**src/rtl/fap_pkg.sv**
```systemverilog
// shared types, constants and parity helper for the front side bus address phase
// assumes a 100 MHz core clock and pin bundles carried as asserted-high logical values
//
// Functional notes
// - second sub-phase carries transaction type information
// - parity covers address bits 35 down to 3
// - sample configuration pins at reset release
// - mask force clears address bit 20
// - address strobe marks a valid request
// - address strobe starts checks and decode
// - latch on both source strobe edges
// - parity high for even count low
package fap_pkg;

	// ---------------------------------------------------------------
	// pin field widths and positions
	// ---------------------------------------------------------------
	localparam int ADDR_W = 33; // address pins 35 down to 3
	localparam int REQ_W = 5; // request type pins
	localparam int AP_W = 2; // parity pins
	localparam int STB_W = 2; // source strobes
	localparam int A20_IDX = 17; // bit 20 sits at index 20 - 3
	localparam int LO_W = 14; // bits 16..3 ride the low strobe
	localparam int HI_W = ADDR_W - LO_W; // bits 35..17 ride the high strobe
	localparam int GRP_SPLIT = 21; // bits 35..24 start at index 21
	localparam int LANE_LO_W = REQ_W + LO_W;
	localparam int LANE_HI_W = AP_W + HI_W;
	localparam int CFG_LSB = 0; // configuration pins start at bit 3
	localparam int CFG_W = 8; // width of the configuration subset

	// ---------------------------------------------------------------
	// timing
	// ---------------------------------------------------------------
	localparam int CLK_MHZ = 100; // core clock rate
	localparam int SUBPH_NS = 50; // longest time of one sub-phase
	// longest time, so round down
	localparam int SUBPH_CYC = (SUBPH_NS * CLK_MHZ) / 1000;
	localparam int STB_OFS_CYC = SUBPH_CYC / 2; // strobe edge mid sub-phase
	localparam int CNT_W = 4;
	localparam logic [CNT_W-1:0] STB_OFS = CNT_W'(STB_OFS_CYC);
	localparam logic [CNT_W-1:0] SUBPH_LAST = CNT_W'(SUBPH_CYC - 1);

	// ---------------------------------------------------------------
	// carriers
	// ---------------------------------------------------------------
	typedef struct packed {
		logic [ADDR_W-1:0] addr;
		logic [REQ_W-1:0] req;
		logic request_valid_strobe;
		logic [STB_W-1:0] address_source_strobes;
		logic [AP_W-1:0] address_parity_pins;
	} fap_pins_t;

	typedef struct packed {
		logic [ADDR_W-1:0] addr;
		logic [REQ_W-1:0] req;
	} fap_subphase_t;

	typedef struct packed {
		fap_subphase_t ph1; // address and first type
		fap_subphase_t ph2; // type information
	} fap_request_t;

	typedef struct packed {
		fap_request_t req;
		logic perr; // parity mismatch in either sub-phase
	} fap_rx_t;

	typedef enum logic [1:0] {TX_IDLE, TX_SUB1, TX_SUB2} fap_tx_state_t;

	// parity per sub-phase; logical one means pin low, so an odd count
	// of asserted covered lines gives an asserted parity bit
	function automatic logic [AP_W-1:0] fap_parity(input fap_subphase_t s, input logic sub2);
		logic hi;
		logic lo;
		hi = ^s.addr[ADDR_W-1:GRP_SPLIT];
		lo = ^{s.addr[GRP_SPLIT-1:0], s.req};
		fap_parity = sub2 ? {hi, lo} : {lo, hi};
	endfunction : fap_parity

endpackage : fap_pkg

```
**src/rtl/fap_addr_phase.sv**
```systemverilog
// address and request phase engine of a front side bus agent
// assumes pins are presented as asserted-high logical levels, with the pad
// inverting to the active-low wire; bus clock and bus reset arrive as pins
`timescale 1ns/100ps
module fap_addr_phase
	import fap_pkg::*;
(
	input wire logic clk,
	input wire logic reset_n,
	input wire logic bclk_pin,
	input wire logic bus_reset_pin_n,
	input wire logic addr_bit20_mask_in,
	input wire fap_pins_t pins_i,
	output fap_pins_t pins_o,
	output fap_pins_t pins_oe,
	input wire logic req_valid,
	input wire fap_request_t req_data,
	output logic req_ready,
	output logic rx_valid,
	output fap_rx_t rx_data,
	output logic cfg_valid,
	output logic [CFG_W-1:0] cfg_word
);

	localparam int TX_SPAN_CYC = 2 * SUBPH_CYC; // whole request on the pins

	// ---------------------------------------------------------------
	// state
	// ---------------------------------------------------------------
	typedef struct packed {
		logic bclk_s1; // sync stage one, read by stage two only
		logic bclk_s2;
		logic bclk_prev;
		logic rst_s1;
		logic rst_s2;
		logic rst_prev;
		logic a20_s1;
		logic a20_s2;
		logic ads_s1;
		logic ads_s2;
		logic [CFG_W-1:0] cfg_s1;
		logic [CFG_W-1:0] cfg_s2;
		fap_tx_state_t fsm;
		logic [CNT_W-1:0] cnt; // cycles into the sub-phase
		logic pend; // request waiting for a bus clock edge
		fap_request_t hold; // request being driven
		fap_pins_t pins_o;
		fap_pins_t pins_oe;
		logic req_ready;
		logic ads_seen; // remote request announced
		logic got_lo;
		logic got_hi;
		logic rx_valid;
		fap_rx_t rx_data;
		logic cfg_valid;
		logic [CFG_W-1:0] cfg_word;
	} fap_state_t;

	fap_state_t s;
	fap_state_t next_s;

	// lane outputs
	logic [LANE_LO_W-1:0] lo_sub1;
	logic [LANE_LO_W-1:0] lo_sub2;
	logic [LANE_HI_W-1:0] hi_sub1;
	logic [LANE_HI_W-1:0] hi_sub2;
	logic lo_done;
	logic hi_done;

	// ---------------------------------------------------------------
	// capture lanes
	// ---------------------------------------------------------------
	// low strobe times type and low bits
	fap_strobe_lane #(.W(LANE_LO_W)) u_lane_lo (
		.clk(clk),
		.reset_n(reset_n),
		.strobe_pin(pins_i.address_source_strobes[0]),
		.data_pin({pins_i.req, pins_i.addr[LO_W-1:0]}),
		.sub1(lo_sub1),
		.sub2(lo_sub2),
		.done(lo_done)
	);

	fap_strobe_lane #(.W(LANE_HI_W)) u_lane_hi (
		.clk(clk),
		.reset_n(reset_n),
		.strobe_pin(pins_i.address_source_strobes[1]),
		.data_pin({pins_i.address_parity_pins, pins_i.addr[ADDR_W-1:LO_W]}),
		.sub1(hi_sub1),
		.sub2(hi_sub2),
		.done(hi_done)
	);

	// ---------------------------------------------------------------
	// next state
	// ---------------------------------------------------------------
	always_comb begin
		fap_subphase_t ph;
		fap_subphase_t r1;
		fap_subphase_t r2;
		logic [AP_W-1:0] ap1;
		logic [AP_W-1:0] ap2;
		ph = s.hold.ph1;
		r1 = '0;
		r2 = '0;
		ap1 = '0;
		ap2 = '0;
		next_s = s;
		// synchronisers
		next_s.bclk_s1 = bclk_pin;
		next_s.bclk_s2 = s.bclk_s1;
		next_s.bclk_prev = s.bclk_s2;
		next_s.rst_s1 = bus_reset_pin_n;
		next_s.rst_s2 = s.rst_s1;
		next_s.rst_prev = s.rst_s2;
		next_s.a20_s1 = addr_bit20_mask_in;
		next_s.a20_s2 = s.a20_s1;
		next_s.ads_s1 = pins_i.request_valid_strobe;
		next_s.ads_s2 = s.ads_s1;
		next_s.cfg_s1 = pins_i.addr[CFG_LSB +: CFG_W];
		next_s.cfg_s2 = s.cfg_s1;
		next_s.rx_valid = 1'b0;

		if (s.rst_s2 && !s.rst_prev) begin
			next_s.cfg_valid = 1'b1;
			next_s.cfg_word = s.cfg_s2;
		end

		// accept a new request while nothing is outstanding
		if (req_valid && s.req_ready) begin
			next_s.pend = 1'b1;
			next_s.hold = req_data;
		end

		case (s.fsm)
			TX_IDLE: begin
				// count down the quiet time left after our own drive
				if (s.cnt != '0) begin
					next_s.cnt = s.cnt - 1'b1;
				end
				// launch only on a bus clock rising edge
				if (s.pend && s.bclk_s2 && !s.bclk_prev) begin
					if (s.a20_s2) begin
						ph.addr[A20_IDX] = 1'b0;
					end
					next_s.hold.ph1 = ph;
					next_s.pend = 1'b0;
					next_s.fsm = TX_SUB1;
					next_s.cnt = '0;
					next_s.pins_o.addr = ph.addr;
					next_s.pins_o.req = ph.req;
					next_s.pins_o.request_valid_strobe = 1'b1;
					next_s.pins_o.address_source_strobes = '0;
					next_s.pins_o.address_parity_pins = fap_parity(ph, 1'b0);
					next_s.pins_oe = '1;
				end
			end
			TX_SUB1: begin
				next_s.cnt = s.cnt + 1'b1;
				if (s.cnt == STB_OFS) begin
					next_s.pins_o.address_source_strobes = '1;
				end
				if (s.cnt == SUBPH_LAST) begin
					next_s.fsm = TX_SUB2;
					next_s.cnt = '0;
					next_s.pins_o.addr = s.hold.ph2.addr;
					next_s.pins_o.req = s.hold.ph2.req;
					next_s.pins_o.address_parity_pins = fap_parity(s.hold.ph2, 1'b1);
				end
			end
			TX_SUB2: begin
				next_s.cnt = s.cnt + 1'b1;
				if (s.cnt == STB_OFS) begin
					next_s.pins_o.address_source_strobes = '0;
				end
				if (s.cnt == SUBPH_LAST) begin
					next_s.fsm = TX_IDLE;
					// our strobes still sit in the lane synchronisers: stay deaf a while
					next_s.cnt = SUBPH_LAST;
					next_s.pins_o = '0;
					next_s.pins_oe = '0;
				end
			end
			default: begin
				next_s.fsm = TX_IDLE;
				next_s.pins_o = '0;
				next_s.pins_oe = '0;
			end
		endcase

		// ---------------- receive side ----------------
		// own drive would echo back, so listen only while idle
		if (s.fsm == TX_IDLE && s.cnt == '0) begin
			if (s.ads_s2) begin
				next_s.ads_seen = 1'b1;
			end
			if (lo_done) begin
				next_s.got_lo = 1'b1;
			end
			if (hi_done) begin
				next_s.got_hi = 1'b1;
			end
		end
		if (s.got_lo && s.got_hi) begin
			r1 = {hi_sub1[HI_W-1:0], lo_sub1[LO_W-1:0], lo_sub1[LANE_LO_W-1:LO_W]};
			r2 = {hi_sub2[HI_W-1:0], lo_sub2[LO_W-1:0], lo_sub2[LANE_LO_W-1:LO_W]};
			ap1 = hi_sub1[LANE_HI_W-1:HI_W];
			ap2 = hi_sub2[LANE_HI_W-1:HI_W];
			// strobes without an announced request are dropped
			if (s.ads_seen) begin
				next_s.rx_valid = 1'b1;
				next_s.rx_data.req.ph1 = r1;
				next_s.rx_data.req.ph2 = r2;
				next_s.rx_data.perr = (ap1 != fap_parity(r1, 1'b0)) ||
					(ap2 != fap_parity(r2, 1'b1));
			end
			next_s.ads_seen = 1'b0;
			next_s.got_lo = 1'b0;
			next_s.got_hi = 1'b0;
		end

		next_s.req_ready = !next_s.pend && (next_s.fsm == TX_IDLE);
	end

	// ---------------------------------------------------------------
	// registers
	// ---------------------------------------------------------------
	always_ff @(posedge clk or negedge reset_n) begin
		if (!reset_n) begin
			s <= '0;
		end else begin
			s <= next_s;
		end
	end

	assign pins_o = s.pins_o;
	assign pins_oe = s.pins_oe;
	assign req_ready = s.req_ready;
	assign rx_valid = s.rx_valid;
	assign rx_data = s.rx_data;
	assign cfg_valid = s.cfg_valid;
	assign cfg_word = s.cfg_word;

	// ---------------------------------------------------------------
	// checks
	// ---------------------------------------------------------------
	property p_sub2_type;
		@(posedge clk) disable iff (!reset_n)
		$rose(s.fsm == TX_SUB2) |-> (s.pins_o.addr == s.hold.ph2.addr &&
			s.pins_o.req == s.hold.ph2.req);
	endproperty
	a_sub2_type: assert property (p_sub2_type) else $error("second sub-phase data wrong");

	property p_parity;
		@(posedge clk) disable iff (!reset_n)
		s.pins_oe.address_parity_pins[0] |-> (s.pins_o.address_parity_pins ==
			fap_parity(fap_subphase_t'({s.pins_o.addr, s.pins_o.req}), s.fsm == TX_SUB2));
	endproperty
	a_parity: assert property (p_parity) else $error("driven parity wrong");

	property p_cfg;
		@(posedge clk) disable iff (!reset_n)
		(s.rst_s2 && !s.rst_prev) |=> (s.cfg_valid && s.cfg_word == $past(s.cfg_s2));
	endproperty
	a_cfg: assert property (p_cfg) else $error("configuration not sampled");

	property p_a20;
		@(posedge clk) disable iff (!reset_n)
		($rose(s.fsm == TX_SUB1) && $past(s.a20_s2)) |-> !s.pins_o.addr[A20_IDX];
	endproperty
	a_a20: assert property (p_a20) else $error("bit 20 not masked");

	property p_ads_span;
		@(posedge clk) disable iff (!reset_n)
		$rose(s.fsm == TX_SUB1) |-> s.pins_o.request_valid_strobe[*8];
	endproperty
	a_ads_span: assert property (p_ads_span) else $error("address strobe dropped");

	property p_rx_after_ads;
		@(posedge clk) disable iff (!reset_n)
		s.rx_valid |-> $past(s.ads_seen);
	endproperty
	a_rx_after_ads: assert property (p_rx_after_ads) else $error("request without strobe");

	property p_strobes_pair;
		@(posedge clk) disable iff (!reset_n)
		s.pins_o.address_source_strobes[0] == s.pins_o.address_source_strobes[1];
	endproperty
	a_strobes_pair: assert property (p_strobes_pair) else $error("strobes disagree");

	property p_one_bclk;
		@(posedge clk) disable iff (!reset_n)
		$rose(s.fsm == TX_SUB1) |-> ##TX_SPAN_CYC (s.fsm == TX_IDLE && !s.pins_oe.request_valid_strobe);
	endproperty
	a_one_bclk: assert property (p_one_bclk) else $error("request overran bus clock");

endmodule : fap_addr_phase

```
**src/rtl/fap_strobe_lane.sv**
```systemverilog
// one source-synchronous capture lane: strobe plus the lines it times
// assumes the strobe and data arrive from the bus, outside the core clock domain
`timescale 1ns/100ps
module fap_strobe_lane
	import fap_pkg::*;
#(
	parameter int W = 8
) (
	input wire logic clk,
	input wire logic reset_n,
	input wire logic strobe_pin,
	input wire logic [W-1:0] data_pin,
	output logic [W-1:0] sub1,
	output logic [W-1:0] sub2,
	output logic done
);

	// ---------------------------------------------------------------
	// state
	// ---------------------------------------------------------------
	typedef struct packed {
		logic stb_s1; // first sync stage, read by stb_s2 only
		logic stb_s2;
		logic stb_prev; // edge finder
		logic [W-1:0] dat_s1;
		logic [W-1:0] dat_s2;
		logic [W-1:0] sub1;
		logic [W-1:0] sub2;
		logic done;
	} fap_lane_state_t;

	fap_lane_state_t s;
	fap_lane_state_t next_s;
	logic assert_edge;
	logic release_edge;

	// data and strobe share sync depth, so their alignment survives
	assign assert_edge = s.stb_s2 & ~s.stb_prev;
	assign release_edge = ~s.stb_s2 & s.stb_prev;

	// ---------------------------------------------------------------
	// next state
	// ---------------------------------------------------------------
	always_comb begin
		next_s = s;
		next_s.stb_s1 = strobe_pin;
		next_s.stb_s2 = s.stb_s1;
		next_s.stb_prev = s.stb_s2;
		next_s.dat_s1 = data_pin;
		next_s.dat_s2 = s.dat_s1;
		next_s.done = 1'b0;
		if (assert_edge) begin
			next_s.sub1 = s.dat_s2;
		end
		if (release_edge) begin
			next_s.sub2 = s.dat_s2;
			next_s.done = 1'b1;
		end
	end

	always_ff @(posedge clk or negedge reset_n) begin
		if (!reset_n) begin
			s <= '0;
		end else begin
			s <= next_s;
		end
	end

	assign sub1 = s.sub1;
	assign sub2 = s.sub2;
	assign done = s.done;

	property p_lane_first;
		@(posedge clk) disable iff (!reset_n)
		assert_edge |=> (s.sub1 == $past(s.dat_s2));
	endproperty
	a_lane_first: assert property (p_lane_first) else $error("first sub-phase not latched");

	property p_lane_second;
		@(posedge clk) disable iff (!reset_n)
		release_edge |=> (s.done && s.sub2 == $past(s.dat_s2));
	endproperty
	a_lane_second: assert property (p_lane_second) else $error("second sub-phase not latched");

endmodule : fap_strobe_lane

```
**config.mk**
```make
export PLATFORM = sky130hd
export DESIGN_NAME = fap_addr_phase
export DESIGN_NICKNAME = d
export VERILOG_FILES = /design/src/rtl/fap_pkg.sv /design/src/rtl/fap_addr_phase.sv /design/src/rtl/fap_strobe_lane.sv
export SDC_FILE = /design/constraint.sdc
export NUM_CORES = 1
export LEC_CHECK = 0
export ABC_AREA = 1
export ABC_CLOCK_PERIOD_IN_PS = 2200
export CAP_MARGIN = 20
export CELL_PAD_IN_SITES_DETAIL_PLACEMENT = 0
export CELL_PAD_IN_SITES_GLOBAL_PLACEMENT = 1
export CORE_ASPECT_RATIO = 1.5
export CORE_MARGIN = 1
export CORE_UTILIZATION = 48
export DETAILED_ROUTE_END_ITERATION = 10
export DONT_BUFFER_PORTS = 1
export PLACE_DENSITY_LB_ADDON = 0.12
export SETUP_SLACK_MARGIN = 0.1
export SKIP_CTS_REPAIR_TIMING = 1
export SYNTH_ARGS = -nofsm -noshare
export SYNTH_HDL_FRONTEND = slang
export SYNTH_SLANG_ARGS = --single-unit
```
**constraint.sdc**
```tcl
create_clock -name clk -period 2.2 [get_ports clk]
set_clock_uncertainty 0.15 [all_clocks]
set_input_delay 0.11 -clock clk [delete_from_list [all_inputs] [get_ports clk]]
set_output_delay 0.11 -clock clk [all_outputs]
set_load 0.02 [all_outputs]
```
==> impl_metrics.csv <==
group,metric,value,unit
outcome,status,"finished, violations left",
outcome,violations,"negative hold slack",
setup_path,critPathSlowestCell,"dfrtp_1",
final_layout,fillerInstances,3249,
sta,finalSetupViolations,0,
yosys,ys_ff_latch,394,
yosys,synth_top_area_share,55.6,%
yosys,synth.area.top_cells,"dfrtp_1 56%, nand2_1 14%, buf_4 7.5%",
yosys,syn-mean-instance-area,9.06,um2
detailed_routing,wire_per_inst,15.8,um
sta,finalSetupTns,0,ns
clock_network,cts.reportedPaths.clkPinSlew,0.06,ns
yosys,synth_cell_types,34,
yosys,syn_inst,1959,
setup_path,critPathTopFamily,"buffers and inverters",
clock_network,clk_latency,0.53,ns
global_routing,antenna_found_initial,0,
global_routing,grt_start_max_net_pins,395,
setup_path,path_max_fanout,12,
final_layout,nets,2094,
global_routing,grt_pass1_wl,59.9,mm
sta,grt_setup_unrepaired,"false",
die,rows,85,
setup_path,critPathMostFrequentCell,"inv_2",
clock_network,htree_levels,2,
yosys,synth_fp_nets,2093,
sta,finalCriticalPeriod,2.01,ns
die,start_util,49.1,%
setup_path,critPathCaptureType,"flop",
place,gp_congestion,0.787,
detailed_routing,first_iter_violations,493,
die,die_h,237,um
yosys,ys_seq_area_share,55.6,%
detailed_routing,wl,39.0,mm
final_layout,syn_to_final_growth,13.2,%
detailed_routing,num_vias,11985,
setup_path,crit_arrival,2.26,ns
place,hpwl,26.0,mm
yosys,synth-async-reset-ratio,100,%
sta,slew_headroom,21.3,%
clock_network,tritoncts,"built",
yosys,syn_area,17700,um2
power,ir_worst_vdd,1.16,mV
sta,slew_violations,0,
setup_path,path_cells,"inv_1 > ha_2 > inv_2 > nor2_1 > inv_2 > nand3_4 > clkbuf_16 > mux2_1",
power,power_density,1460,nW/um2
run,maxCapViolations,0,
setup_path,path_buf_inv,4,
final_layout,diodes,0,
setup_path,r2r-end,"s[227]",
yosys,synthFlopType,"dfrtp_1",
detailed_routing,dr.pass1.iters,4,
die,ioPinCount,299,
global_routing,grt_pass1_vias,11440,
place,numPortBuffers,0,
detailed_routing,postRouteAntennaNets,0,
yosys,yosysWarnings,0,
setup_path,worst_ep_required_time,2.45,ns
global_routing,grt_usage,20.0,%
setup_path,worstRegToRegCells,8,
final_layout,utilization,55.5,%
sta,period_share,91.3,%
clock_network,clock_path_buffers,3,
detailed_routing,via_per_inst,4.86,
worst_hold_path,hold_class,"in2async",
setup_path,startpoint_type,"flop",
setup_path,critPathMaxStageDelay,0.42,ns
setup_path,crit_type,"reg2reg",
detailed_routing,drc,0,
die,coreArea,36200,um2
sta,max_freq,498,MHz
clock_network,cts-root-buf,"clkbuf_16",
die,die_area,37800,um2
clock_network,numCtsBuffers,40,
sta,whs,-0.870,ns
power,cellLeakagePower,9.89,nW
die,die_x,159,um
sta,worst_pin_slew,1.18,ns
setup_path,reg2reg_from,"s[258]",
yosys,synth_edf_count,0,
yosys,yosysTopAreaCell,"dfrtp_1",
setup_path,r2r_slack,0.19,ns
clock_network,clkSinkCount,394,
final_layout,drive_above_1_share,7.50,%
global_routing,globalRouteOverflowTotal,0,
sta,hold_violations,394,
## how the worst max path moves through the flow
stage,start,end,slack (ns),cells after the start
after floorplan,s[258],s[226],0.36,9
after global placement,s[258],s[225],0.18,8
after detailed placement,s[258],s[234],0.14,8
after CTS,s[258],s[234],0.13,8
after global routing,s[258],s[227],0.08,8
final,s[258],s[227],0.19,8
## final cells by class
class	count	area [um2]	area share (%)
Sequential cell	394	9860	49.1
Multi-Input combinational cell	1170	5740	28.6
Timing Repair Buffer	189	1990	9.89
Clock buffer	61	1200	5.98
Inverter	165	627	3.12
Tap cell	478	598	2.98
Clock inverter	7	60.1	0.299
## sequential cells by signal, indices dropped and copies added, names as in the netlist, 8 cells and up
signal            cells
u_lane_lo.sub1       19
u_lane_lo.sub2       19
u_lane_hi.next_s     23
u_lane_lo.s          20
cfg_word              8
s                    90
u_lane_lo.next_s     21
u_lane_hi.sub1       21
u_lane_hi.s          22
rx_data              77
u_lane_hi.sub2       21
pins_o               41
## cell families after synthesis
group | after synthesis | synth area share [%]
muxes | 57 | 3.62
DFF | 394 | 55.6
adders and majority gates | 9 | 0.635
and+or+nand+nor | 797 | 17.4
xor gates and xnor gates | 73 | 3.60
buffers and inverters | 395 | 12.2
AOI/OAI and AO/OA | 234 | 6.93
## through the flow
stage | setup slack (ns) | hold WS [ns] | cell area (um2) | power [mW] | cells
after CTS | 0.129 | -0.899 | 18300 | 29.3 | 2295
after floorplan | 0.363 | -0.336 | 17700 | 21.8 | 1959
after detailed placement | 0.143 | -0.324 | 17100 | 22.6 | 2227
after global routing | 0.0809 | -0.905 | 20100 | 31.6 | 2464
after global placement | 0.182 | -0.325 | 17100 | 22.3 | 2227
final | 0.191 | -0.870 | 20100 | 29.4 | 2464
## report_power, final
group	internal [mW]	switching [mW]
clock network	3.86	2.70
registers	9.41	3.20
logic	4.07	6.14
total	17.3	12.0
## cell usage in the layout (no fill, tap or decap), types with 2 or more instances in the layout
cell type	n
nand2_2	4
clkbuf_16	44
dfrtp_1	393
o21ai_1	4
clkinv_1	3
mux2_1	25
nor3_1	2
ha_2	2
a21oi_1	53
clkbuf_8	10
clkbuf_1	10
xor2_1	23
mux2_2	32
o22ai_1	12
nand3b_1	3
buf_12	6
buf_4	12
clkinv_2	6
inv_2	19
nor2_1	90
o21ai_0	133
nand2_1	650
xnor2_1	50
ha_1	7
nand2b_1	3
nor2_4	2
nand4_1	2
a31oi_1	30
nand3_1	34
nor2_2	3
dlygate4sd3_1	166
inv_1	141
## Yosys cell counts (3+ instances only)
cell type,instances
nand2_1,651
dfrtp_1,394
buf_4,177
inv_1,143
o21ai_0,133
nor2_1,92
a21oi_1,53
xnor2_1,50
clkbuf_1,37
nand3_1,34
mux2_2,32
a31oi_1,30
mux2_1,25
xor2_1,23
inv_2,19
buf_2,14
o22ai_1,12
ha_1,9
o21ai_1,4
clkinv_1,3
nand2_2,3
nand2b_1,3
nand3b_1,3
## routing by layer
layer  up-vias  routed length (um)  GRT usage (%)
met5         -                   0              0
met4         0                1200           6.44
met3        60                2390           6.44
met2       253               20200           36.0
met1      5720               15200           22.4
li1       5952                   -              -
(Power assumes the default switching activity.)
